[config.mk]
export PLATFORM = sky130hd
export DESIGN_NAME = ibec_top
export DESIGN_NICKNAME = d
export VERILOG_FILES = /design/src/design/ibec_pkg.sv /design/src/design/ibec_sync.sv /design/src/design/ibec_top.sv
export VERILOG_INCLUDE_DIRS = /design/src /design/src/design
export SDC_FILE = /design/constraint.sdc
export NUM_CORES = 1
export LEC_CHECK = 0
export BUFFER_PORTS_ARGS = -buffer_cell sky130_fd_sc_hd__buf_2
export CAP_MARGIN = 20
export CORE_UTILIZATION = 60
export DETAILED_ROUTE_END_ITERATION = 8
export MAX_ROUTING_LAYER = met4
export PLACE_DENSITY = 0.8
export SYNTH_ARGS = -nofsm -noshare
export SYNTH_HDL_FRONTEND = slang
export SYNTH_HIERARCHICAL = 1
export SYNTH_SLANG_ARGS = --single-unit
[constraint.sdc]
create_clock -name core_clk -period 6.37 [get_ports core_clk]
set_clock_uncertainty 0.2 [all_clocks]
set_input_delay 1.274 -clock core_clk [delete_from_list [all_inputs] [get_ports core_clk]]
set_output_delay 1.274 -clock core_clk [all_outputs]
set_load 0.01 [all_outputs]
[src/design/ibec_consts.svh]
// register offsets, field positions, reset values and timing counts
`ifndef IBEC_CONSTS_SVH
`define IBEC_CONSTS_SVH
// ==========================================
// register offsets (word index = byte address here)
`define IBEC_OFF_CTRL 4'h0
`define IBEC_OFF_STAT 4'h1
`define IBEC_OFF_FLAG 4'h2
`define IBEC_OFF_CLKSEL 4'h3
`define IBEC_OFF_CLKEXT 4'h4
`define IBEC_OFF_DATA 4'h5
`define IBEC_OFF_IRQ_STAT 4'h6
`define IBEC_OFF_IRQ_MASK 4'h7
// ==========================================
// control register fields
`define IBEC_CTRL_EN 7
`define IBEC_CTRL_EXIT 6
`define IBEC_CTRL_SPIE 4
`define IBEC_CTRL_STT 1
`define IBEC_CTRL_SPT 0
// status register fields
`define IBEC_STAT_MSTS 7
`define IBEC_STAT_SDET 1
`define IBEC_STAT_PDET 0
// flag register fields
`define IBEC_FLAG_PERMIT 1
`define IBEC_FLAG_BUSY 6
// irq status bits
`define IBEC_IRQ_STOP 0
`define IBEC_IRQ_XFER 1
`define IBEC_IRQ_START 2
// ==========================================
// reset values
`define IBEC_RST_CTRL 8'h00
`define IBEC_RST_MASK 8'h00
// ==========================================
// timing
`define IBEC_CLK_NS 40
`define IBEC_HALF_NS 5000
`define IBEC_HALF_CYC (`IBEC_HALF_NS / `IBEC_CLK_NS)
`define IBEC_ACK_BITS 8
`endif

[src/design/ibec_pkg.sv]
// types shared by the bus enable and start control block
package ibec_pkg;
  // ==========================================
  // master sequencer states, gray coded in the order listed
  typedef enum logic [2:0] {
    IBEC_IDLE = 3'b000,
    IBEC_START = 3'b001,
    IBEC_SHIFT = 3'b011,
    IBEC_WAIT = 3'b010,
    IBEC_STOP = 3'b110
  } ibec_state_e;
endpackage

[src/design/ibec_sync.sv]
// two flip-flop synchroniser for one bus pin
`timescale 1ns/1ps
module ibec_sync (
  input wire logic core_clk,
  input wire logic rst_b,
  input wire logic pin_in,
  output logic pin_sync
);
  // first stage, read only by the second stage
  logic meta_q;
  // ==========================================
  // double register; bus idles high
  always_ff @(posedge core_clk or negedge rst_b) begin
    if (!rst_b) begin
      meta_q <= 1'b1;
      pin_sync <= 1'b1;
    end else begin
      meta_q <= pin_in;
      pin_sync <= meta_q;
    end
  end
endmodule // ibec_sync

[src/design/ibec_top.sv]
// i2c bus enable, busy flag and start/stop trigger control
// Summary of operation
// permit 0: busy set at enable
// software frees bus with stop first
// no master start before stop seen
// program clock select, then enable
// permit 1: busy cleared at enable
// software checks bus free first
// enable with sda low, scl high: start
// extension code after start gets ack
// safe join: spie off, enable, exit
// exit bit abandons detection, no ack
// stop interrupt enable gates stop irq
// clock fields changed only while disabled
// no retrigger before hardware clears
// reserve: software sets stop irq enable
// reserved transfer starts on data write
// no stop irq: stays halted waiting
// software may poll master flag instead
// data register touched only in wait
// hardware clears start/stop triggers
//
// Design decisions made here: the address map and the plain strobed port.
`timescale 1ns/1ps
`include "ibec_consts.svh"
module ibec_top (
  input wire logic core_clk,
  input wire logic rst_b,
  input wire logic [3:0] reg_addr,
  input wire logic [7:0] reg_wdata,
  input wire logic reg_wr,
  input wire logic reg_rd,
  output logic [7:0] reg_rdata,
  input wire logic scl_in,
  output logic scl_out,
  output logic scl_oe,
  input wire logic sda_in,
  output logic sda_out,
  output logic sda_oe,
  output logic i2c_event_irq
);
  // ==========================================
  // synchronised bus lines
  logic scl_s;
  logic sda_s;
  ibec_sync u_scl (
    .core_clk(core_clk),
    .rst_b(rst_b),
    .pin_in(scl_in),
    .pin_sync(scl_s)
  );
  ibec_sync u_sda (
    .core_clk(core_clk),
    .rst_b(rst_b),
    .pin_in(sda_in),
    .pin_sync(sda_s)
  );

  // ==========================================
  // registers
  logic [7:0] ctrl_q; // control register
  logic start_without_stop_permit_q; // flag register permit bit
  logic bus_busy_flag_q; // busy flag
  logic [7:0] clksel_q; // clock selection register
  logic clkext_q; // clock extension bit
  logic [7:0] data_q; // shift data register
  logic [2:0] irq_stat_q; // sticky events
  logic [2:0] irq_mask_q; // event mask
  logic master_state_flag_q; // master status
  logic stop_det_q; // stop detected since enable; set at enable when permit is 1
  logic start_det_q; // start detected
  logic scl_d1_q; // previous synced scl
  logic sda_d1_q; // previous synced sda
  logic en_d1_q; // previous enable
  ibec_pkg::ibec_state_e state_q; // master sequencer
  logic [7:0] cnt_q; // half-period counter
  logic [3:0] bit_q; // bit counter
  logic phase_q; // scl phase within a bit
  logic [7:0] sh_q; // slave receive shifter
  logic [3:0] rxbit_q; // slave bit count
  logic ack_q; // slave ack drive request
  logic reserve_q; // transmission reserved

  // register decode helper, used by both strobes
  function automatic logic hit(input logic [3:0] a, input logic [3:0] off);
    hit = (a == off);
  endfunction

  logic enable;
  logic en_rise;
  logic bus_start;
  logic bus_stop;
  logic data_wr;
  logic step;
  assign enable = ctrl_q[`IBEC_CTRL_EN];
  assign en_rise = enable && !en_d1_q;
  // start: sda falls while scl high; also enable with sda low, scl high
  assign bus_start = (sda_d1_q && !sda_s && scl_s) ||
                     (en_rise && !sda_s && scl_s);
  assign bus_stop = !sda_d1_q && sda_s && scl_s;
  assign data_wr = reg_wr && hit(reg_addr, `IBEC_OFF_DATA);
  assign step = (cnt_q == 8'(`IBEC_HALF_CYC - 1));

  // ==========================================
  // line history for edge detection
  always_ff @(posedge core_clk or negedge rst_b) begin
    if (!rst_b) begin
      scl_d1_q <= 1'b1;
      sda_d1_q <= 1'b1;
      en_d1_q <= 1'b0;
    end else begin
      scl_d1_q <= scl_s;
      sda_d1_q <= sda_s;
      en_d1_q <= enable;
    end
  end

  // ==========================================
  // control register; triggers self-clear when their condition is sent
  always_ff @(posedge core_clk or negedge rst_b) begin
    if (!rst_b) begin
      ctrl_q <= `IBEC_RST_CTRL;
    end else begin
      if (reg_wr && hit(reg_addr, `IBEC_OFF_CTRL)) begin
        ctrl_q <= reg_wdata;
      end else begin
        // exit bit is a one-shot action
        ctrl_q[`IBEC_CTRL_EXIT] <= 1'b0;
        if (state_q == ibec_pkg::IBEC_START && step && phase_q) begin
          ctrl_q[`IBEC_CTRL_STT] <= 1'b0;
        end
        if (state_q == ibec_pkg::IBEC_STOP && step && phase_q) begin
          ctrl_q[`IBEC_CTRL_SPT] <= 1'b0;
        end
        if (!enable) begin
          ctrl_q[`IBEC_CTRL_STT] <= 1'b0;
          ctrl_q[`IBEC_CTRL_SPT] <= 1'b0;
        end
      end
    end
  end

  // ==========================================
  // clock selection, extension and permit; plain storage
  always_ff @(posedge core_clk or negedge rst_b) begin
    if (!rst_b) begin
      clksel_q <= 8'h00;
      clkext_q <= 1'b0;
      start_without_stop_permit_q <= 1'b0;
    end else begin
      if (reg_wr && hit(reg_addr, `IBEC_OFF_CLKSEL)) begin
        clksel_q <= reg_wdata;
      end
      if (reg_wr && hit(reg_addr, `IBEC_OFF_CLKEXT)) begin
        clkext_q <= reg_wdata[0];
      end
      if (reg_wr && hit(reg_addr, `IBEC_OFF_FLAG)) begin
        start_without_stop_permit_q <= reg_wdata[`IBEC_FLAG_PERMIT];
      end
    end
  end

  // ==========================================
  // busy flag and stop-seen tracking
  always_ff @(posedge core_clk or negedge rst_b) begin
    if (!rst_b) begin
      bus_busy_flag_q <= 1'b0;
      stop_det_q <= 1'b0;
    end else if (!enable) begin
      bus_busy_flag_q <= 1'b0;
      stop_det_q <= 1'b0;
    end else if (en_rise) begin
      bus_busy_flag_q <= !start_without_stop_permit_q;
      stop_det_q <= start_without_stop_permit_q;
    end else if (bus_stop) begin
      bus_busy_flag_q <= 1'b0;
      stop_det_q <= 1'b1;
    end else if (bus_start) begin
      bus_busy_flag_q <= 1'b1;
    end
  end

  // ==========================================
  // slave-side detection: after a start, collect first byte and ack
  // an extension code; the exit bit abandons it
  always_ff @(posedge core_clk or negedge rst_b) begin
    if (!rst_b) begin
      start_det_q <= 1'b0;
      sh_q <= 8'h00;
      rxbit_q <= 4'h0;
      ack_q <= 1'b0;
    end else if (!enable || ctrl_q[`IBEC_CTRL_EXIT] || bus_stop) begin
      start_det_q <= 1'b0;
      rxbit_q <= 4'h0;
      ack_q <= 1'b0;
    end else if (bus_start && state_q == ibec_pkg::IBEC_IDLE) begin
      start_det_q <= 1'b1;
      rxbit_q <= 4'h0;
      ack_q <= 1'b0;
    end else if (start_det_q) begin
      if (scl_s && !scl_d1_q && rxbit_q < 4'(`IBEC_ACK_BITS)) begin
        sh_q <= {sh_q[6:0], sda_s};
        rxbit_q <= rxbit_q + 4'h1;
      end
      if (!scl_s && scl_d1_q && rxbit_q == 4'(`IBEC_ACK_BITS)) begin
        ack_q <= (sh_q[7:4] == 4'h0);
        rxbit_q <= rxbit_q + 4'h1;
      end else if (!scl_s && scl_d1_q && ack_q) begin
        ack_q <= 1'b0;
        start_det_q <= 1'b0;
      end
    end
  end

  // ==========================================
  // master sequencer: start, wait, shift, back to wait, stop
  always_ff @(posedge core_clk or negedge rst_b) begin
    if (!rst_b) begin
      state_q <= ibec_pkg::IBEC_IDLE;
      cnt_q <= 8'h00;
      bit_q <= 4'h0;
      phase_q <= 1'b0;
      master_state_flag_q <= 1'b0;
      reserve_q <= 1'b0;
    end else if (!enable) begin
      state_q <= ibec_pkg::IBEC_IDLE;
      cnt_q <= 8'h00;
      phase_q <= 1'b0;
      master_state_flag_q <= 1'b0;
      reserve_q <= 1'b0;
    end else begin
      cnt_q <= step ? 8'h00 : cnt_q + 8'h01;
      unique case (state_q)
        ibec_pkg::IBEC_IDLE: begin
          phase_q <= 1'b0;
          // once reserved, the trigger waits for the data write path only
          if (ctrl_q[`IBEC_CTRL_STT] && !reserve_q) begin
            if (stop_det_q && !bus_busy_flag_q) begin
              state_q <= ibec_pkg::IBEC_START;
              cnt_q <= 8'h00;
            end else begin
              reserve_q <= 1'b1; // wait for a stop
            end
          end else if (ctrl_q[`IBEC_CTRL_SPT]) begin
            state_q <= ibec_pkg::IBEC_STOP;
            cnt_q <= 8'h00;
          end
          // reserved: begin only on a data write after stop was flagged
          if (reserve_q && irq_stat_q[`IBEC_IRQ_STOP] && data_wr) begin
            state_q <= ibec_pkg::IBEC_START;
            reserve_q <= 1'b0;
            cnt_q <= 8'h00;
          end
        end
        ibec_pkg::IBEC_START: begin
          if (step) begin
            phase_q <= !phase_q;
            if (phase_q) begin
              master_state_flag_q <= 1'b1;
              state_q <= ibec_pkg::IBEC_WAIT;
              bit_q <= 4'h0;
            end
          end
        end
        ibec_pkg::IBEC_WAIT: begin
          // halted with scl low until data or stop is written
          phase_q <= 1'b0;
          if (data_wr) begin
            state_q <= ibec_pkg::IBEC_SHIFT;
            bit_q <= 4'h0;
            cnt_q <= 8'h00;
          end else if (ctrl_q[`IBEC_CTRL_SPT]) begin
            state_q <= ibec_pkg::IBEC_STOP;
            cnt_q <= 8'h00;
          end
        end
        ibec_pkg::IBEC_SHIFT: begin
          if (step) begin
            phase_q <= !phase_q;
            if (phase_q) begin
              bit_q <= bit_q + 4'h1;
              if (bit_q == 4'(`IBEC_ACK_BITS)) begin
                state_q <= ibec_pkg::IBEC_WAIT;
              end
            end
          end
        end
        ibec_pkg::IBEC_STOP: begin
          if (step) begin
            phase_q <= !phase_q;
            if (phase_q) begin
              master_state_flag_q <= 1'b0;
              state_q <= ibec_pkg::IBEC_IDLE;
            end
          end
        end
        default: begin
          state_q <= ibec_pkg::IBEC_IDLE;
        end
      endcase
    end
  end

  // ==========================================
  // shift data register; shifts out msb first during transfer
  always_ff @(posedge core_clk or negedge rst_b) begin
    if (!rst_b) begin
      data_q <= 8'h00;
    end else if (data_wr) begin
      data_q <= reg_wdata;
    end else if (state_q == ibec_pkg::IBEC_SHIFT && step && phase_q &&
                 bit_q < 4'(`IBEC_ACK_BITS)) begin
      data_q <= {data_q[6:0], sda_s};
    end
  end

  // ==========================================
  // pin drivers, open drain: drive low only
  always_ff @(posedge core_clk or negedge rst_b) begin
    if (!rst_b) begin
      scl_out <= 1'b0;
      scl_oe <= 1'b0;
      sda_out <= 1'b0;
      sda_oe <= 1'b0;
    end else begin
      scl_out <= 1'b0;
      sda_out <= 1'b0;
      unique case (state_q)
        ibec_pkg::IBEC_START: begin
          sda_oe <= 1'b1;
          scl_oe <= phase_q;
        end
        ibec_pkg::IBEC_WAIT: begin
          sda_oe <= 1'b0;
          scl_oe <= 1'b1;
        end
        ibec_pkg::IBEC_SHIFT: begin
          scl_oe <= !phase_q;
          sda_oe <= (bit_q < 4'(`IBEC_ACK_BITS)) && !data_q[7];
        end
        ibec_pkg::IBEC_STOP: begin
          // sda low under a low clock, then free the clock; idle frees sda
          scl_oe <= !phase_q;
          sda_oe <= 1'b1;
        end
        default: begin
          scl_oe <= 1'b0;
          sda_oe <= ack_q; // slave ack only
        end
      endcase
    end
  end

  // ==========================================
  // interrupt status: sticky, set wins over read-clear
  logic [2:0] ev;
  assign ev[`IBEC_IRQ_STOP] = bus_stop && enable &&
                              ctrl_q[`IBEC_CTRL_SPIE];
  assign ev[`IBEC_IRQ_XFER] = state_q == ibec_pkg::IBEC_SHIFT && step &&
                              phase_q && bit_q == 4'(`IBEC_ACK_BITS);
  assign ev[`IBEC_IRQ_START] = bus_start && enable;
  always_ff @(posedge core_clk or negedge rst_b) begin
    if (!rst_b) begin
      irq_stat_q <= 3'h0;
      irq_mask_q <= 3'h0;
    end else begin
      if (reg_rd && hit(reg_addr, `IBEC_OFF_IRQ_STAT)) begin
        irq_stat_q <= ev;
      end else begin
        irq_stat_q <= irq_stat_q | ev;
      end
      if (reg_wr && hit(reg_addr, `IBEC_OFF_IRQ_MASK)) begin
        irq_mask_q <= reg_wdata[2:0];
      end
    end
  end
  always_ff @(posedge core_clk or negedge rst_b) begin
    if (!rst_b) begin
      i2c_event_irq <= 1'b0;
    end else begin
      i2c_event_irq <= |(irq_stat_q & irq_mask_q & ~ev) | |(ev & irq_mask_q);
    end
  end

  // ==========================================
  // read data, one cycle after the strobe; unmapped reads zero
  always_ff @(posedge core_clk or negedge rst_b) begin
    if (!rst_b) begin
      reg_rdata <= 8'h00;
    end else if (reg_rd) begin
      unique case (reg_addr)
        `IBEC_OFF_CTRL: reg_rdata <= ctrl_q;
        `IBEC_OFF_STAT: reg_rdata <= {master_state_flag_q, 5'h00,
                                      start_det_q, stop_det_q};
        `IBEC_OFF_FLAG: reg_rdata <= {1'b0, bus_busy_flag_q, 4'h0,
                                      start_without_stop_permit_q, 1'b0};
        `IBEC_OFF_CLKSEL: reg_rdata <= clksel_q;
        `IBEC_OFF_CLKEXT: reg_rdata <= {7'h00, clkext_q};
        `IBEC_OFF_DATA: reg_rdata <= data_q;
        `IBEC_OFF_IRQ_STAT: reg_rdata <= {5'h00, irq_stat_q};
        `IBEC_OFF_IRQ_MASK: reg_rdata <= {5'h00, irq_mask_q};
        default: reg_rdata <= 8'h00;
      endcase
    end else begin
      reg_rdata <= 8'h00;
    end
  end
endmodule // ibec_top

Yosys cells after proc, flatten, opt, wreduce, memory -nomap -nowiden:

Cells that the tools add are included.

* register bits: 84
* input bits: 18
* output and inout bits: 13
* word-level logic and storage cells: 231

* add/sub/neg operators: 3
* order comparisons: 2
* equal/unequal tests: 37
* multiplexer cells: 76
* bitwise operators: 8
* reduce and logical (&&, ||, !) cells: 72

Operators with widths (number)
* $mux 8: 10
* $pmux 8 s8: 1
* $mux 3: 14
* $mux 4: 10
* $logic_and 1x1->1: 36
* $mux 1: 32
* $ne 3x3->1 const B: 8
* $eq 4x3->1 const B: 4
* $pmux 8 s2: 1
* $ne 3x1->1 const B: 5
* $pmux 3 s5: 1
* $pmux 4 s3: 1
* $logic_not 1->1: 11
* $ne 2x2->1 const B: 5
* $and 3x3->3: 3
* $reduce_or 3->1: 3
* $add 4x1->4 const B: 2
* $add 8x1->8 const B: 1
* $eq 4x2->1 const B: 2
* $eq 4x4->1 const B: 2
* $eq 8x7->1 const B: 1
* $logic_not 4->1: 2
* $lt 4x4->1 const B: 2
* $reduce_and 8->1: 1
* 26 further kinds: 40

Depth between registers and ports, before layout:

Gate-level depths: netlist (run 1).

* depth after elaboration: 10
* gate-level depth with buffers: 8
* gate-level depth less buffers: 7

Hierarchy:

The synthesis (run 1) kept the hierarchy.

Modules (own cells, without submodules)
* ibec_top: instances 1, cells each 403, area an instance 4022.6 um^2, sequential area each 2004.4 um^2
* ibec_sync: instances 2, cells each 2, area an instance 52.6 um^2, sequential area each 52.6 um^2

Worst setup path after synthesis (run 1):

OpenSTA, ideal clock, no wires.

* path type: input port to flip-flop
* from: input reg_addr[0]
* to: register cnt_q[3]
* library setup time: 72 ps
* arrival: 2680 ps
* required time: 6098 ps
* path slack: 3418 ps
* cell stages on the path: 7
* path buffers: 2
* path through: buf_2 -> nor2b_1 -> and2_1 -> buf_2 -> or3_1 -> a311o_1 -> nor2_1

* word-level cells in the longest chain between the ends: 6
* elaborated cells between the ends (all ways): 7
* classes of those cells: 1 x eq/ne; 4 x mux; 2 x reduce/logical

RTL lines
* start, declared: RTL line ibec_top.sv:29 `input wire logic [3:0] reg_addr,`
* $eq 4x3->1 *: RTL line ibec_top.sv:86 `hit = (a == off);`
* $logic_and 1x1->1 *: RTL line ibec_top.sv:101 `` assign data_wr = reg_wr && hit(reg_addr, `IBEC_OFF_DATA); ``
* $logic_and 1x1->1: RTL line ibec_top.sv:249 `` if (reserve_q && irq_stat_q[`IBEC_IRQ_STOP] && data_wr) begin ``
* $mux 8: RTL line ibec_top.sv:249
* $pmux 8 s2 *: RTL line ibec_top.sv:233 `unique case (state_q)`
* $mux 8 *: RTL line ibec_top.sv:225 `end else if (!enable) begin`
* end signal, assigned: RTL line ibec_top.sv:232 `cnt_q <= step ? 8'h00 : cnt_q + 8'h01;`
* end, declared: RTL line ibec_top.sv:76 `logic [7:0] cnt_q;`

Mark *: on every way between the ends. The rest lies on a longest branch, timed or not.
A chain may end at the register's enable or synchronous reset.

Worst setup path in the final report (run 1):

* from: input reg_addr[2]
* to: register cnt_q[3]

Same word-level chain as after synthesis.

==> metrics, run 1 <==
status=complete, but fails checks; failing checks=design-rule violations; Iter 0 DRT Violations=235; post-CTS resize count=0; period utilization=44.5%; fin area=0.00447 mm2; Async S/R FF share, synth=100%; pre-CTS WS=3.17 ns; Worst Path Arrival=2.93 ns; CTS sink cnt=84; Hold Buf Count CTS=0; WHS Endpoint=u_sda/pin_sync; DRT Pass-1 Iters=6; Max Freq=353 MHz; Avg Cell Area, Syn=10.1 um2; fraction of layout cells with a size suffix above 1=17.7%; Slew Limit Fails=0; setup bufs post-CTS=0; Crit Path Max Fanout=19; via count=3101; Reg clk slew, reported paths=0.08 ns; htree depth=3; Post-DP Area=0.00427 mm2; kind of end point of the critical path=register; Layout area overhead=8.40%; reg2reg end=data_q[2]; Synth top area share=47.3%; Die Wd=84.9 um; synthesized area=0.00413 mm2; top post-synthesis cells by area=dfrtp_1 47%, nand2_1 4.7%, nor2_1 4.4%, mux2_2 4.1%, dfstp_2 3.8%; FP Rows=29; I/O pin total=31; P_leak=2.05 nW; R2R depth=7; Syn Inst Count=407; Crit Reg-Reg Startpoint=cnt_q[0]; worst path bufs/invs=1; Final TNS setup=0 ns; Die Footprint=0.00721 mm2; first-pass GRT wire length=14700 um; worst-path cell chain=buf_2, and3b_1, and2_1, or3_1, a311o_1, nor2_1; Placer Congestion=0.964; worst-margin pin slew=0.683 ns; yosys warns=6; count of unique library cells instantiated by Yosys=56; cell with the largest stage delay on the worst path=a311o_1; RSZ-0062 raised after global routing=false; Vias/cell=6.07; delay-heaviest family, CP=simple AND/OR/NAND/NOR gates; Worst path max stage delay=0.43 ns; Final Hold Viols=0; max-cap viol count=0; # setup viols final=0; Core ar.=0.00649 mm2; gr ovfl total=0; worst skew pair latency=0.36 ns; #FFs+latches synth=84; Setup Crit Path Kind=in2reg; area leader, netlist=dfrtp_1; Initial Util=63.6%; Final min period=2.84 ns; Avg WL per Cell=16.8 um; Die H=84.9 um; Hold Worst Slack=0.151 ns; CTS tree=built; Post-synth top flop=dfrtp_1; routed wire length=8600 um; hold path cells=0; Final ANT Viol Nets=0; Post-Route Utilization=68.9%; Hold Path Class=reg2reg; CTS Buf Count=9; Post-synth EDFFs=0; setup slack, reg-to-reg=3.68 ns; drt drc=2; diode count=0; largest net degree at the start of global routing=85; Nets=453; Seq/Total Area, Yosys=51.1%; root buf cell=clkbuf_8; global router's overall resource usage=27.2%; worst rel slew slack=54.3%; PortBufs=28; initial antenna violation count=0; CTS Buffer Depth=2; HPWL Detailed=6090 um; vias in the first global route=3096; Peak VDD IR=0.167 mV; worst endpoint required time=6.46 ns; Final WS setup=3.53 ns; startpoint types=primary input; Pwr Density=281 mW/mm2; critical hold path startpoint=u_sda/meta_q
==> power breakdown <==
| part | internal (W) | leakage [nW] | switching, W | total, W |
|---|---|---|---|---|
| clock | 0.000181 | 0.0866 | 0.000186 | 0.000367 |
| sequential | 0.000611 | 1.08 | 0.0000785 | 0.000690 |
| combinational | 0.0000957 | 0.884 | 0.000106 | 0.000202 |
| total | 0.000888 | 2.05 | 0.000370 | 0.00126 |
==> through the flow <==
stage / cells / power, W
floorplan: 408 / 0.000824
global placement: 494 / 0.000887
detailed placement: 494 / 0.000898
CTS: 510 / 0.00126
global route: 511 / 0.00132
finish: 511 / 0.00126
==> layout by cell type (no fill, tap or decap), types with 3 or more instances in the layout <==
master	n
dfstp_2	6
ha_1	6
nor2b_1	11
o31ai_1	4
o211ai_1	3
and2_1	8
mux2_2	15
nand3b_1	8
o21ai_0	13
nand2b_1	3
mux2i_1	6
and3_1	4
xnor2_1	3
a21oi_1	19
dfrtp_1	78
or4_1	4
nand3_1	19
a21o_1	3
a22oi_1	4
a31oi_1	9
clkbuf_1	3
mux2_4	8
buf_2	27
clkbuf_8	9
nor3_1	6
nor2_1	48
nand2_1	52
xor2_1	5
inv_1	11
==> kinds of logic after synthesis <==
family,after synthesis,synth area share (%)
AOI/OAI and AO/OA,71,11.6
other,1,0.0908
muxes,30,9.00
adders and majority gates,7,2.06
xor gates and xnor gates,8,1.70
DFF,84,51.1
buffers and inverters,30,3.46
and+or+nand+nor,176,21.0
==> worst max-delay path by stage <==
stage          depth (start not counted)        start  slack [ns]  endpoint
3_3_place_gp                           6  reg_addr[2]        3.21  cnt_q[3]
2_1_floorplan                          7  reg_addr[0]        3.42  cnt_q[3]
5_1_grt                                6  reg_addr[0]        3.36  cnt_q[7]
4_1_cts                                6  reg_addr[0]        3.55  cnt_q[5]
6_report                               6  reg_addr[2]        3.53  cnt_q[3]
3_5_place_dp                           6  reg_addr[2]        3.17  cnt_q[4]
==> synthesized netlist by cell type, drive strengths merged, types with 3 or more instances <==
library cell and n:
dfrtp 78, nand3 19, mux2 23, a31oi 9, mux2i 6, a22oi 4, nand2 52, nor3 6
nand2b 3, xnor2 3, nor2 48, o21ai 14, or4 4, a21oi 19, clkbuf 7, nand3b 8
nor2b 11, and3 4, ha 6, xor2 5, o211ai 4, buf 12, a21o 3, and2 8
dfstp 6, o31ai 5, inv 11
==> final cells by class <==
type / count / area, um2
Clock inverter: 4 / 50.0
Timing Repair Buffer: 29 / 163
Inverter: 11 / 41.3
Clock buffer: 12 / 135
Sequential cell: 84 / 2110
Tap cell: 77 / 96.3
Multi-Input combinational cell: 294 / 1880
Fill cell: 492 / 2020
==> layer usage <==
layer | routed length (um) | vias up | track usage (%)
li1 | - | 1471 | -
met1 | 4010 | 1539 | 36.6
met2 | 4120 | 77 | 42.7
met3 | 299 | 14 | 3.31
met4 | 161 | 0 | 10.2
met5 | 0 | - | -
==> worst register-to-register path, cell delays in order (launching register included) <==
cell	delay [ns]
dfrtp_1	0.43
inv_1	0.09
ha_1	0.16
and3b_1	0.17
nand4_1	0.55
o31ai_4	0.76
nor2_1	0.08
a31oi_1	0.17
==> state kept, by name (all words and copies together), names as in the netlist, 3 cells and up <==
register	cells
reg_rdata	8
sh_q	8
clksel_q	8
cnt_q	8
rxbit_q	4
irq_mask_q	3
ctrl_q	8
state_q	3
irq_stat_q	3
data_q	8
bit_q	4
(Power assumes the default switching activity.)
==> run 2: changes to the inputs <==
- ABC_AREA: default -> 1
- PLACE_DENSITY: 0.8 -> 0.79
- clock period: 6.37 -> 2.71 ns (I/O delays scaled with it)
==> metrics, run 2 <==
startpoint types=register; Core ar.=0.00679 mm2; root buf cell=clkbuf_8; commonest non-fill, non-tap cells in the layout=139 x nand2_1, 78 x dfrtp_1, 68 x inv_1, 43 x nor2_1, 40 x nand3_1; Layout area overhead=10.0%; CTS Buf Count=9; cell with the most instances after synthesis=nand2_1; Avg WL per Cell=13.4 um; Final WS setup=0.615 ns; area leader, netlist=dfrtp_1; Reg clk slew, reported paths=0.09 ns; yosys warns=6; synthesized area=0.00421 mm2; fillers=574; Crit Path Max Fanout=13; Slew Limit Fails=0; Hold Path Class=in2reg; Iter 0 DRT Violations=218; P_leak=2.34 nW; Worst Path Arrival=2.14 ns; sw frac=31.1%; Cell Count, Final, Fillers Out=659; Die Wd=85.7 um; Post-synth top flop=dfrtp_1; gr ovfl total=0; setup bufs post-CTS=0; top post-synthesis cells by area=dfrtp_1 46%, nand2_1 12%, inv_1 6.1%, nand3_1 4.8%, o21ai_0 4.4%; Syn Inst Count=527; Multi-input gate area=0.00175 mm2; CTS tree=built; Post-synth EDFFs=0; CP Launch Point=ctrl_q[7]; status=finished clean; worst-margin pin slew=0.525 ns; Final min period=2.10 ns; Final Hold Viols=0; Max Freq=477 MHz; synth cell count leaders=139 x nand2_1, 78 x dfrtp_1, 68 x inv_1, 43 x nor2_1, 40 x nand3_1; Initial Util=61.9%; Nets=582; count of unique library cells instantiated by Yosys=36; kind of end point of the critical path=register; Crit Reg-Reg Startpoint=ctrl_q[7]; Pwr Density=588 mW/mm2; routed wire length=8840 um; Switch Pwr=0.000848 W; pre-CTS WS=0.542 ns; Die H=85.7 um; Async S/R FF share, synth=100%; drt drc=0; initial antenna violation count=0; Die Footprint=0.00735 mm2; cell with the largest stage delay on the worst path=dfrtp_1; max-cap viol count=0; PortBufs=28; post-CTS resize count=0; Worst path max stage delay=0.63 ns; CTS Buffer Depth=2; Placed Instances=642; RSZ-0062 raised after global routing=false; critical path endpoint=sh_q[0]; vias in the first global route=3275; Vias/cell=5.28; Register Area=0.00211 mm2; CTS sink cnt=84; worst endpoint required time=2.76 ns; period utilization=77.3%; worst-path cell chain=inv_2, nor2_1, nand2_1, nor2_1, buf_4, nand2_1, nand2_1, o21ai_1; most frequent CP cell=nand2_1; HPWL Detailed=6460 um; worst skew pair latency=0.36 ns; #FFs+latches synth=84; setup slack, reg-to-reg=0.61 ns; # setup viols final=0; Logic pwr share=14.4%; reg2reg end=sh_q[0]; I/O pin total=31; internal power=0.00188 W; Synth top area share=46.4%; Peak VDD IR=0.394 mV; Seq pwr share=54.4%; FP Rows=30; Avg Cell Area, Syn=7.98 um2; Final TNS setup=0 ns; Setup Crit Path Kind=reg2reg; worst rel slew slack=65.0%; htree depth=3; Final ANT Viol Nets=0; global router's overall resource usage=27.3%; via count=3479; largest net degree at the start of global routing=43; DRT Pass-1 Iters=6; fraction of layout cells with a size suffix above 1=13.3%; commonest non-fill, non-tap cell in the layout=nand2_1; first-pass GRT wire length=15000 um; Seq/Total Area, Yosys=50.1%; diode count=0; Clock power frac=31.2%; R2R depth=8; Placer Congestion=0.920
-- run 2: changes by cell type after synthesis, moves of 6 or more --
| cell | previous run | this run |
|---|---|---|
| nor2b_1 | 11 | 0 |
| a31oi_1 | 9 | 2 |
| nand3_1 | 19 | 40 |
| inv_1 | 11 | 68 |
| o21ai_0 | 13 | 37 |
| nand2_1 | 52 | 139 |
| and2_1 | 8 | 0 |
| o21ai_1 | 1 | 26 |
| mux2_2 | 15 | 0 |
| mux2_4 | 8 | 0 |
| nand3b_1 | 8 | 2 |
| mux2i_1 | 6 | 0 |
-- run 2: routing by layer --
| layer | vias up | track usage, % | part of all wire, % |
|---|---|---|---|
| met1 | 1636 | 35.5 | 44 |
| met5 | - | - | 0 |
| li1 | 1732 | - | - |
| met2 | 96 | 42.1 | 49 |
| met3 | 15 | 5.58 | 5.0 |
| met4 | 0 | 11.2 | 2.0 |
-- run 2: logic make-up (layout without fill, tap and decap cells) --
family	after synthesis	in the layout	synth area share (%)
and+or+nand+nor	247	247	26.0
xor gates and xnor gates	8	8	1.67
AOI/OAI and AO/OA	94	94	12.0
buffers and inverters	87	122	8.33
adders and majority gates	6	6	1.78
other	1	2	0.0891
DFF	84	84	50.1
-- run 2: power groups by stage --
| stage | Combinational [W] | Clock (W) | Sequential, W |
|---|---|---|---|
| 2_1_floorplan | 0.000276 | 0 | 0.00148 |
| 3_3_place_gp | 0.000380 | 0 | 0.00150 |
| 3_5_place_dp | 0.000393 | 0 | 0.00150 |
| 4_1_cts | 0.000397 | 0.000859 | 0.00148 |
| 5_1_grt | 0.000460 | 0.000911 | 0.00150 |
| 6_report | 0.000393 | 0.000849 | 0.00148 |
-- run 2: what timing repair did --
action / 4_1_cts / 5_1_grt
endpoints found under the hold margin: 34 / 0
hold buffers: 1 / 0
endpoints found under the setup margin: 0 / 0
-- run 2: layout make-up --
| class | count | area share, % |
|---|---|---|
| clock buffers | 9 | 2.68 |
| clock inverters | 7 | 1.27 |
| repair buffers | 32 | 4.05 |
| multi-input cells | 357 | 37.8 |
| well taps | 96 | 2.59 |
| flip-flops and latches | 84 | 45.6 |
| inverters | 74 | 6.00 |
-- run 2: stage by stage --
step / util [%] / hold WS, ns / total power (W) / instance area [um2]
after floorplan: - / 0.0464 / 0.00175 / 4210
after global placement: 65.3 / 0.147 / 0.00188 / 4440
after detailed placement: 65.3 / 0.152 / 0.00190 / 4440
after CTS: 68.1 / 0.0636 / 0.00274 / 4630
after global routing: 68.1 / 0.0578 / 0.00287 / 4630
final: 68.1 / 0.0697 / 0.00272 / 4630
-- run 2: critical path, delay by kind of cell, from the launching register on --
| family | cells | cell delay (ns) |
|---|---|---|
| simple gates | 5 | 0.72 |
| flops | 1 | 0.63 |
| buf+inv | 2 | 0.37 |
| compound gates | 1 | 0.07 |
-- run 2: worst min path at each step --
stage / from / end / cells after the start
floorplan: rst_b / ack_q / 0
CTS: sda_in / u_sda/meta_q / 1
global placement: u_scl/meta_q / u_scl/pin_sync / 0
detailed placement: u_sda/meta_q / u_sda/pin_sync / 0
global route: sda_in / u_sda/meta_q / 1
finish: sda_in / u_sda/meta_q / 1
